<file path="src/design/dbcm_pkg.sv">
// Purpose: shared constants for the debug bus comparator match block
// Assumes: 16-bit address and data bus, one bus cycle per valid strobe
// Notes:   control bits arrive as plain ports, no register map
`default_nettype none
package dbcm_pkg;
    localparam int unsigned ADDR_W    = 16;
    localparam int unsigned DATA_W    = 16;
    localparam int unsigned BYTE_W    = 8;
    localparam int unsigned SIZE_W    = 2;
    // word alignment drops the byte select bit
    localparam int unsigned ALIGN_LSB = 1;
    localparam logic [ADDR_W-1:0] WORD_ALIGN_MASK = 16'hfffe;
    localparam logic [DATA_W-1:0] DATA_ZERO       = 16'h0000;
    // data compare modes
    typedef enum logic {
        DBCM_MATCH_EQUAL,
        DBCM_MATCH_DIFFER
    } dbcm_mode_t;
endpackage
`default_nettype wire

</file>
<file path="src/design/dbcm_data_cmp.sv">
// Purpose: masked data qualifier for comparator a
// Assumes: mask bit set means the bit is compared
// Notes:   purely combinational
`default_nettype none
module dbcm_data_cmp
    import dbcm_pkg::*;
(
    input  wire logic [DATA_W-1:0] bus_data_in,
    input  wire logic [DATA_W-1:0] ref_data_in,
    input  wire logic [BYTE_W-1:0] data_mask_high_in,
    input  wire logic [BYTE_W-1:0] data_mask_low_in,
    input  wire logic              data_mismatch_select_in,
    output logic                   data_ok_out
);
    logic [DATA_W-1:0] mask;
    logic [DATA_W-1:0] diff;
    // ----------------------------------------
    // masked compare
    // ----------------------------------------
    always_comb begin
        mask = {data_mask_high_in, data_mask_low_in};
        diff = (bus_data_in ^ ref_data_in) & mask;
        if (data_mismatch_select_in == DBCM_MATCH_DIFFER) begin
            // empty mask finds no difference, so never matches
            data_ok_out = (diff != DATA_ZERO);
        end else begin
            // empty mask leaves the address decision alone
            data_ok_out = (diff == DATA_ZERO);
        end
    end
endmodule
`default_nettype wire

</file>
<file path="src/design/dbcm_match.sv">
// Purpose: inclusive a-b address range match qualified by comparator a
// Assumes: bus inputs synchronous to clk_sys_in, valid for one cycle per access
// Notes:   match outputs are registered, one cycle after the bus cycle
`default_nettype none
module dbcm_match
    import dbcm_pkg::*;
(
    input  wire logic              clk_sys_in,
    input  wire logic              srst_in,
    input  wire logic              bus_valid_in,
    input  wire logic [ADDR_W-1:0] bus_addr_in,
    input  wire logic [DATA_W-1:0] bus_data_in,
    input  wire logic              bus_read_in,
    input  wire logic              bus_word_in,
    input  wire logic [SIZE_W-1:0] bus_size_in,
    input  wire logic [ADDR_W-1:0] comp_a_addr_in,
    input  wire logic [ADDR_W-1:0] comp_b_addr_in,
    input  wire logic [DATA_W-1:0] comp_a_data_in,
    input  wire logic [BYTE_W-1:0] data_mask_high_in,
    input  wire logic [BYTE_W-1:0] data_mask_low_in,
    input  wire logic              data_mismatch_select_in,
    input  wire logic              comp_a_enable_in,
    input  wire logic              comp_b_enable_in,
    input  wire logic              comp_a_read_select_in,
    input  wire logic              comp_a_direction_qualify_enable_in,
    input  wire logic              comp_b_read_select_in,
    input  wire logic              comp_b_direction_qualify_enable_in,
    input  wire logic              access_size_compare_enable_in,
    input  wire logic [SIZE_W-1:0] access_size_select_in,
    input  wire logic              comp_a_tag_in,
    input  wire logic              comp_b_tag_in,
    input  wire logic              comp_a_immediate_break_request_in,
    input  wire logic              comp_b_immediate_break_request_in,
    output logic                   range_match_out,
    output logic                   tag_request_out,
    output logic                   force_request_out,
    output logic                   break_request_out
);
    logic              data_ok;
    logic [ADDR_W-1:0] addr_eff;
    logic [ADDR_W-1:0] lim_a;
    logic [ADDR_W-1:0] lim_b;
    logic              above_a;
    logic              below_b;
    logic              range_on;
    logic              dir_ok;
    logic              hit;
    logic              range_match_reg;
    logic              range_match_next;
    logic              tag_reg;
    logic              tag_next;
    logic              force_reg;
    logic              force_next;
    logic              brk_reg;
    logic              brk_next;
    logic              unused_b;

    // ----------------------------------------
    // data qualifier
    // ----------------------------------------
    dbcm_data_cmp u_data_cmp (
        .bus_data_in             (bus_data_in),
        .ref_data_in             (comp_a_data_in),
        .data_mask_high_in       (data_mask_high_in),
        .data_mask_low_in        (data_mask_low_in),
        .data_mismatch_select_in (data_mismatch_select_in),
        .data_ok_out             (data_ok)
    );

    // ----------------------------------------
    // range decision
    // ----------------------------------------
    always_comb begin
        // word accesses compare on their aligned address
        addr_eff = bus_word_in ? (bus_addr_in & WORD_ALIGN_MASK) : bus_addr_in;
        // tagged ranges resolve limits to words only, simpler comparators
        lim_a = comp_a_tag_in ? (comp_a_addr_in & WORD_ALIGN_MASK) : comp_a_addr_in;
        lim_b = comp_a_tag_in ? (comp_b_addr_in | ~WORD_ALIGN_MASK) : comp_b_addr_in;
        above_a  = (lim_a <= addr_eff);
        below_b  = (addr_eff <= lim_b);
        range_on = comp_a_enable_in & comp_b_enable_in;
        dir_ok = ~comp_a_direction_qualify_enable_in
               | (bus_read_in == comp_a_read_select_in);
        // size settings never enter the decision in range mode
        hit = bus_valid_in & range_on & above_a & below_b & dir_ok & data_ok;
        range_match_next = hit;
        tag_next   = hit & comp_a_tag_in;
        force_next = hit & ~comp_a_tag_in;
        brk_next   = hit & comp_a_immediate_break_request_in;
    end

    // b-side controls except comp_b_enable_in, and size settings, are deliberately unread
    assign unused_b = comp_b_read_select_in ^ comp_b_direction_qualify_enable_in
                    ^ comp_b_tag_in ^ comp_b_immediate_break_request_in
                    ^ access_size_compare_enable_in ^ (^access_size_select_in)
                    ^ (^bus_size_in) ^ bus_addr_in[ALIGN_LSB-1];

    always_ff @(posedge clk_sys_in) begin
        if (srst_in) begin
            range_match_reg <= 1'b0;
            tag_reg         <= 1'b0;
            force_reg       <= 1'b0;
            brk_reg         <= 1'b0;
        end else begin
            range_match_reg <= range_match_next;
            tag_reg         <= tag_next;
            force_reg       <= force_next;
            brk_reg         <= brk_next;
        end
    end

    assign range_match_out   = range_match_reg;
    assign tag_request_out   = tag_reg;
    assign force_request_out = force_reg;
    assign break_request_out = brk_reg;
endmodule
`default_nettype wire

</file>
<file path="config.mk">
export PLATFORM = sky130hd
export DESIGN_NAME = dbcm_match
export DESIGN_NICKNAME = d
export VERILOG_FILES = /design/src/design/dbcm_pkg.sv /design/src/design/dbcm_data_cmp.sv /design/src/design/dbcm_match.sv
export SDC_FILE = /design/constraint.sdc
export NUM_CORES = 1
export LEC_CHECK = 0
export BUFFER_PORTS_ARGS = -buffer_cell sky130_fd_sc_hd__buf_2
export CAP_MARGIN = 30
export CORE_UTILIZATION = 24
export CTS_CLUSTER_SIZE = 30
export DETAILED_ROUTE_END_ITERATION = 12
export GPL_TIMING_DRIVEN = 0
export PLACE_DENSITY = 0.62
export SLEW_MARGIN = 20
export SYNTH_ARGS = -nofsm -noshare
export SYNTH_HDL_FRONTEND = slang
export SYNTH_SLANG_ARGS = --single-unit
export TNS_END_PERCENT = 20
</file>
<file path="constraint.sdc">
create_clock -name clk_sys_in -period 2.73 [get_ports clk_sys_in]
set_input_delay 0.546 -clock clk_sys_in [delete_from_list [all_inputs] [get_ports clk_sys_in]]
set_output_delay 0.546 -clock clk_sys_in [all_outputs]
set_load 0.005 [all_outputs]
</file>
## After elaboration in Yosys (flattened, before gate mapping)

Cells that the tools add are included.

- Flip-flop bits (word level): 4
- Bits of input ports: 117
- Output and inout bits: 4
- Word-level logic and storage cells: 27

- Magnitude comparators: 2
- Eq/ne operators: 1
- Multiplexer cells: 4
- Bitwise gates (word level): 14
- Reduce and logical (&&, ||, !) cells: 2

Operators with widths:

| kind | number |
|---|---|
| 16-bit <= comparator | 2 |
| 16-bit AND | 1 |
| 16-bit zero test | 1 |
| 16-bit nonzero test | 1 |
| 16-bit XOR | 1 |
| 1-bit AND | 9 |
| 1-bit 2-to-1 mux | 4 |
| 1-bit NOT | 2 |
| 1-bit == test | 1 |
| 1-bit OR | 1 |

## Depth between registers and ports, before layout

Gate-level depths: netlist of the first run.

- Depth in word-level cells: 7
- Gate-level depth with buffers: 8
- Gate-level depth less buffers: 8

## By module

Synthesis of the first run repeated with hierarchy kept, for this count alone.

- Cell total of the unflattened synthesis: 155
- Area total of the unflattened synthesis: 1201.2 sq um

By module, submodules not included:

| module | instances | cells each | area each (sq um) | seq. area each (sq um) |
|---|---|---|---|---|
| dbcm_match | 1 | 129 | 963.4 | 80.1 |
| dbcm_data_cmp | 1 | 26 | 237.7 | 0.0 |

## Worst setup path before layout of the first run

No wires, ideal clock.

- Path kind: input-to-reg
- From: input port comp_b_addr_in[14]
- To: register brk_reg (netlist: break_request_out)
- Setup time: 112 ps
- Arrival: 1986 ps
- Required time: 2618 ps
- Slack: 632 ps
- Cell stages on the path: 7
- Buffers on the path: 0
- Path through: inv_1 > ha_1 > a21oi_1 > nand2_1 > a221o_1 > o31a_1 > a2111oi_1

- Longest elaborated chain between the ends: 5

Ends and longest elaborated chain:

| element | line | source |
|---|---|---|
| start, declared | dbcm_match.sv:17 | `input wire logic [ADDR_W-1:0] comp_b_addr_in,` |
| 16-bit <= comparator | dbcm_match.sv:80 | `below_b = (addr_eff <= lim_b);` |
| 1-bit AND (3 in a row) | dbcm_match.sv:85 | `hit = bus_valid_in & range_on & above_a & below_b & dir_ok & data_ok;` |
| 1-bit AND | dbcm_match.sv:89 | `brk_next = hit & comp_a_immediate_break_request_in;` |
| end signal, assigned | dbcm_match.sv:108 | `brk_reg <= brk_next;` |
| end, declared | dbcm_match.sv:54 | `logic brk_reg;` |

No other way between the ends.
A chain may end at the register's enable or synchronous reset.

## Worst setup path in the final report of the first run

- From: input port bus_addr_in[5]
- To: register force_reg (netlist: force_request_out)

- Longest elaborated chain between the ends: 6
- Elaborated cells between the ends (all ways): 7
- Classes of those cells: 2 x order compare; 5 x bitwise

Ends and longest elaborated chain:

| element | line | source |
|---|---|---|
| start, declared | dbcm_match.sv:11 | `input wire logic [ADDR_W-1:0] bus_addr_in,` |
| 16-bit <= comparator | dbcm_match.sv:79 | `above_a = (lim_a <= addr_eff);` |
| 1-bit AND | dbcm_match.sv:85 |  |
| 1-bit AND * (3 in a row) | dbcm_match.sv:85 |  |
| 1-bit AND * | dbcm_match.sv:88 | `force_next = hit & ~comp_a_tag_in;` |
| end signal, assigned | dbcm_match.sv:107 | `force_reg <= force_next;` |
| end, declared | dbcm_match.sv:52 | `logic force_reg;` |

Every way passes the cells marked *; elsewhere a longest branch is shown, timed or not.

==> results of run 1 <==
==> metal layers <==
| metal | global-route usage, % | vias to the layer above |
|---|---|---|
| met4 | 3.05 | 0 |
| met2 | 23.1 | 52 |
| met1 | 17.0 | 612 |
| met3 | 2.62 | 6 |
| li1 | - | 787 |
| met5 | 0 | - |
==> registers in the layout, summed over array words and instances (netlist names) <==
register and flops:
break_request_out 1, force_request_out 1, range_match_out 1, tag_request_out 1
==> worst max-delay path, delay by kind of cell <==
kind | cells | cell delay (ns)
AO/OA/AOI/OAI | 5 | 1.30
adder cells (fa/ha/maj) | 1 | 0.29
buffers and inverters | 2 | 0.13
==> path summary, 6_finish.rpt <==
check	endpoint	slack [ns]	cells after the start
setup / recovery	force_request_out$_SDFF_PP0_	0.55	8
hold / removal	force_request_out$_SDFF_PP0_	0.54	2
==> cells in the mapped netlist <==
master and instances:
a22oi_1 8, nand2_1 9, or2_2 1, inv_1 33, nand4b_1 1, o21ai_0 2, nand2b_1 1, and4_1 2
xor2_1 17, a21o_1 2, nor2b_1 3, nor4_1 2, nand3_1 4, nand4_1 6, o211ai_1 3, dfxtp_1 4
a2111oi_1 3, a221o_1 2, nor2_1 2, a21oi_1 13, a211oi_1 1, a21boi_0 2, o31a_1 2, ha_1 32
or3_4 1
==> through the flow <==
stage / instance area [um2] / power (W) / hold slack (ns) / utilization (%) / std cells
4_1_cts: 1880 / 0.000409 / 0.533 / 39.5 / 337
3_5_place_dp: 1840 / 0.000281 / 0.760 / 38.6 / 334
6_report: 1880 / 0.000402 / 0.538 / 39.5 / 337
2_1_floorplan: 1200 / 0.000172 / 0.631 / - / 156
3_3_place_gp: 1840 / 0.000277 / 0.757 / 38.6 / 334
5_1_grt: 1880 / 0.000447 / 0.535 / 39.5 / 337
==> cells by family after synthesis <==
logic type      share of synthesized area (%)
compound gates                           22.0
buf+inv                                  10.4
fa+ha+maj                                33.5
simple gates                             15.1
xor+xnor                                 12.4
flops                                    6.69
==> where the power goes <==
part | total, W | switching, W | internal [W]
sequential | 0.0000593 | 0.0000000871 | 0.0000592
combinational | 0.000217 | 0.0000972 | 0.000120
clock | 0.000126 | 0.0000315 | 0.0000941
==> final cells by class <==
type	instances	area, um2
clock buffer	3	41.3
fill	515	2880
inverter	33	124
multi-input combinational	119	992
sequential	4	80.1
tap	67	83.8
timing repair buffer	111	556
==> impl_metrics.tcl, run 1 <==
set metrics [dict create \
    status "finished clean" \
    syn_nets 305 \
    powerDensity_nw_per_um2 214 \
    cap_violations 0 \
    portBuffers 111 \
    critPathMaxFanout 4 \
    cts_tree "built" \
    wl_per_cell_um 9.85 \
    clkTransAtPathRegs_ns 0.03 \
    fin_nets 421 \
    die_area_um2 5270 \
    dr_total_vias 1457 \
    cts_buffers 3 \
    path_class "input pin to register" \
    max_stage_delay_ns 0.35 \
    place_hpwl_mm 3.20 \
    grt_pass1_wl_mm 5.62 \
    ys_types 25 \
    netlist_instances 156 \
    grt_start_max_net_pins 5 \
    gr-usage-all-layers_pct 13.3 \
    core_area_um2 4750 \
    slew_headroom_pct 74.6 \
    tns_ns 0 \
    drc 0 \
    grt_pass1_vias 1413 \
    yosysWarnings 0 \
    setup_slack_ns 0.548 \
    worstSetupEndpointType "register" \
    root_buffer "clkbuf_8" \
    synth_seq_area_share_pct 6.69 \
    setup_viol 0 \
    m1WireLength_mm 1.44 \
    worstPathRequired_ns 2.82 \
    io-pin-count 121 \
    n_antenna_cell 0 \
    crit_start "bus_addr_in[5]" \
    row_count 25 \
    htree_num_levels 1 \
    hold_viol_final 0 \
    post_cts_buffers 0 \
    startpoint_type "input pin" \
    drive_gt1_share_pct 43.0 \
    route.antenna.remaining_nets 0 \
    ys_ff_latch 4 \
    synth_top_area_cell "ha_1" \
    met2RoutedLength_mm 1.61 \
    synthToLayoutAreaGrowth_pct 56.9 \
    min_from "comp_a_tag_in" \
    ir_drop_v 0.000101 \
    antenna_found_initial 0 \
    cp.arrival_ns 2.27 \
    drt_iter0_drc 10 \
    wl_met3_um 229 \
    critPathSlowestCell "o31a_1" \
    rsz0062_at_grt "no" \
    tightest_slew_ns 0.377 \
    finalCritPeriodShare_pct 79.9 \
    path_cells "buf_2 -> inv_1 -> ha_1 -> a21oi_1 -> o21ai_0 -> a221o_1 -> o31a_1 -> a2111oi_1" \
    cts_resized 0 \
    syn_area_um2 1200 \
    globalplace.congestion 0.705 \
    post-place-ws_ns 0.323 \
    clock_sinks 4 \
    die_h_um 72.6 \
    final_cell_mix "buf_2, inv_1, ha_1, xor2_1, a21oi_1" \
    synth.area.top_cells "ha_1, xor2_1, inv_1, dfxtp_1, a21oi_1" \
    dr.pass1.iters 4 \
    die_w_um 72.6 \
    top_layer "met4" \
    ctsLongestPathBuffers 2 \
    layout_commonest_cell "buf_2" \
    fmax_mhz 458 \
    p_leak_nw 1.11 \
    avgSynthCellArea_um2 7.67 \
    period_needed_ns 2.18 \
    synth.top_cell.area_share_pct 33.5 \
    grt_remaining_overflow 0 \
    drv_slew 0 \
    cts_hold_buf 0 \
    vias_per_cell 4.32 \
    drt-total-wl_mm 3.32 \
    hold_class "input pin to register" \
    initial_core_util_pct 25.2 \
]
Power figures use the tool's default switching activity.
==> run 2, diff against run 1 <==
--- a/config.mk
+++ b/config.mk
@@ -5,13 +5,14 @@
 export SDC_FILE = /design/constraint.sdc
 export NUM_CORES = 1
 export LEC_CHECK = 0
+export ABC_AREA = 1
 export BUFFER_PORTS_ARGS = -buffer_cell sky130_fd_sc_hd__buf_2
 export CAP_MARGIN = 30
 export CORE_UTILIZATION = 24
 export CTS_CLUSTER_SIZE = 30
 export DETAILED_ROUTE_END_ITERATION = 12
 export GPL_TIMING_DRIVEN = 0
-export PLACE_DENSITY = 0.62
+export PLACE_DENSITY = 0.61
 export SLEW_MARGIN = 20
 export SYNTH_ARGS = -nofsm -noshare
 export SYNTH_HDL_FRONTEND = slang
==> constraint.sdc (replaced) <==
create_clock -name clk_sys_in -period 1.8 [get_ports clk_sys_in]
set_input_delay 0.36 -clock clk_sys_in [delete_from_list [all_inputs] [get_ports clk_sys_in]]
set_output_delay 0.36 -clock clk_sys_in [all_outputs]
set_load 0.005 [all_outputs]
==> run 2 against run 1 <==
Cell count grew 30%. Synthesized area up 15%. Wire length up 1.7%. First-iteration DRC count increased by 20%. Sequential share of layout area decreased by 0.38 points. Clock power is 48% higher.
==> impl_metrics.tcl, run 2 <==
set metrics [dict create \
    core_area_um2 5510 \
    critPathMaxFanout 4 \
    ir_drop_v 0.000279 \
    synth-main-ff-cell "dfxtp_1" \
    fillerInstances 629 \
    synthTopCellsByCount "nand2_1, inv_1, ha_1" \
    worstSetupEndpointType "register" \
    worstPathRequired_ns 1.90 \
    wl_per_cell_um 7.69 \
    htree_num_levels 1 \
    syn_area_um2 1370 \
    yosysMostFrequentCell "nand2_1" \
    drt_iter0_drc 12 \
    fin_nets 518 \
    slew_headroom_pct 79.3 \
    syn_nets 402 \
    synth-edff-count 0 \
    vias_per_cell 4.07 \
    path_class "input pin to register" \
    ys_types 15 \
    layout_commonest_cell "buf_2" \
    synth.top_cell.area_share_pct 29.1 \
    setup_viol 0 \
    period_needed_ns 1.57 \
    ys_ff_latch 4 \
    cts_hold_buf 0 \
    route.antenna.remaining_nets 0 \
    synthToLayoutAreaGrowth_pct 50.0 \
    grt_pass1_vias 1642 \
    portBuffers 111 \
    root_buffer "clkbuf_8" \
    die_h_um 77.7 \
    tns_ns 0 \
    die_w_um 77.7 \
    async_flop_share_pct 0 \
    hold_viol_final 0 \
    synth_top_area_cell "ha_1" \
    grt_start_max_net_pins 5 \
    netlist_instances 253 \
    hold_depth 2 \
    fmax_mhz 637 \
    drv_slew 0 \
    tightest_slew_ns 0.308 \
    finish.utilization_pct 37.4 \
    finalCritPeriodShare_pct 87.2 \
    dr.pass1.iters 4 \
    drive_gt1_share_pct 32.7 \
    avgSynthCellArea_um2 5.43 \
    clkTransAtPathRegs_ns 0.03 \
    die_area_um2 6030 \
    ctsLongestPathBuffers 2 \
    initial_core_util_pct 24.9 \
    place_hpwl_mm 3.25 \
    gr-usage-all-layers_pct 12.2 \
    synth_seq_area_share_pct 5.83 \
    status "finished clean" \
    io-pin-count 121 \
    startpoint_type "input pin" \
    antenna_found_initial 0 \
    cap_violations 0 \
    drt-total-wl_mm 3.38 \
    synth.area.top_cells "ha_1, nand2_1, inv_1, nor2_1, dfxtp_1" \
    globalplace.congestion 0.731 \
    powerDensity_nw_per_um2 311 \
    cts_buffers 3 \
    n_antenna_cell 0 \
    dr_total_vias 1786 \
    setup_slack_ns 0.230 \
    post-place-ws_ns 0.0164 \
    yosysWarnings 0 \
    rsz0062_at_grt "no" \
    final_cell_mix "buf_2, nand2_1, inv_1, ha_1, nor2_1" \
    hold_ws_ns 0.338 \
    drc 0 \
    grt_pass1_wl_mm 6.09 \
    grt_remaining_overflow 0 \
    clock_sinks 4 \
    p_leak_nw 1.40 \
    cts_tree "built" \
    post_cts_buffers 0 \
    cp.arrival_ns 1.67 \
    cts_resized 0 \
    row_count 27 \
    hold_class "input pin to register" \
]
[run 2: changes by cell type after synthesis, moves of 3 or more]
cell       change
a2111oi_1      -3
a22oi_1        -8
inv_1         +30
nand2_1       +68
nand3_1        +8
nand4_1        -3
nor2_1        +28
nor2_2         +3
nor2b_1        -3
nor3_1         +5
o211ai_1       -3
xor2_1        -17
[run 2: metrics by stage]
| stage | cells | cell area, um2 | total power [W] |
|---|---|---|---|
| after floorplan | 253 | 1370 | 0.000293 |
| after global placement | 436 | 2020 | 0.000451 |
| after detailed placement | 436 | 2020 | 0.000462 |
| after CTS | 439 | 2060 | 0.000657 |
| after global routing | 439 | 2060 | 0.000735 |
| final | 439 | 2060 | 0.000641 |
[run 2: report_power, final]
group          leakage [nW]  switching (W)  internal (W)
clock network        0.0216      0.0000446      0.000142
registers            0.0322    0.000000118     0.0000898
logic                  1.35       0.000180      0.000184
[run 2: worst max-delay path, cell delays in order]
cell and delay [ns]:
buf_2 0.11, or2_2 0.29, ha_1 0.17, inv_1 0.05
nand2_1 0.04, nand2_1 0.05, nand2_1 0.04, nand2_1 0.06
nand2_1 0.05, nand2_1 0.05, nand2_1 0.05, nand2_1 0.07
nand2_1 0.04, nand2_1 0.16, nor3_1 0.07
[run 2: final timing paths]
check | startpoint | to | slack, ns
worst min-delay path | comp_a_tag_in | force_request_out$_SDFF_PP0_ | 0.34
worst max-delay path | comp_a_tag_in | break_request_out$_SDFF_PP0_ | 0.23
[run 2: logic make-up (layout without fill, tap and decap cells)]
group	after synthesis	after routing	synth area share (%)
compound gates	21	21	8.01
fa+ha+maj	32	32	29.1
buf+inv	63	177	17.2
flops	4	4	5.83
simple gates	133	133	39.8
[run 2: routing by layer]
layer / global-route usage [%] / vias to the layer above / share of wire (%)
met4: 3.21 / 0 / 0.36
met1: 13.6 / 714 / 42
met3: 2.12 / 2 / 7.7
met2: 23.5 / 67 / 50
met5: 0 / - / 0
li1: - / 1003 / -
[run 2: area by class of cell]
| cell class | count | area, um2 | share of cell area (%) |
|---|---|---|---|
| clock buffers | 3 | 41.3 | 2.00 |
| well taps | 72 | 90.1 | 4.37 |
| inverters | 63 | 236 | 11.5 |
| flip-flops and latches | 4 | 80.1 | 3.89 |
| multi-input cells | 186 | 1060 | 51.3 |
| repair buffers | 111 | 556 | 27.0 |
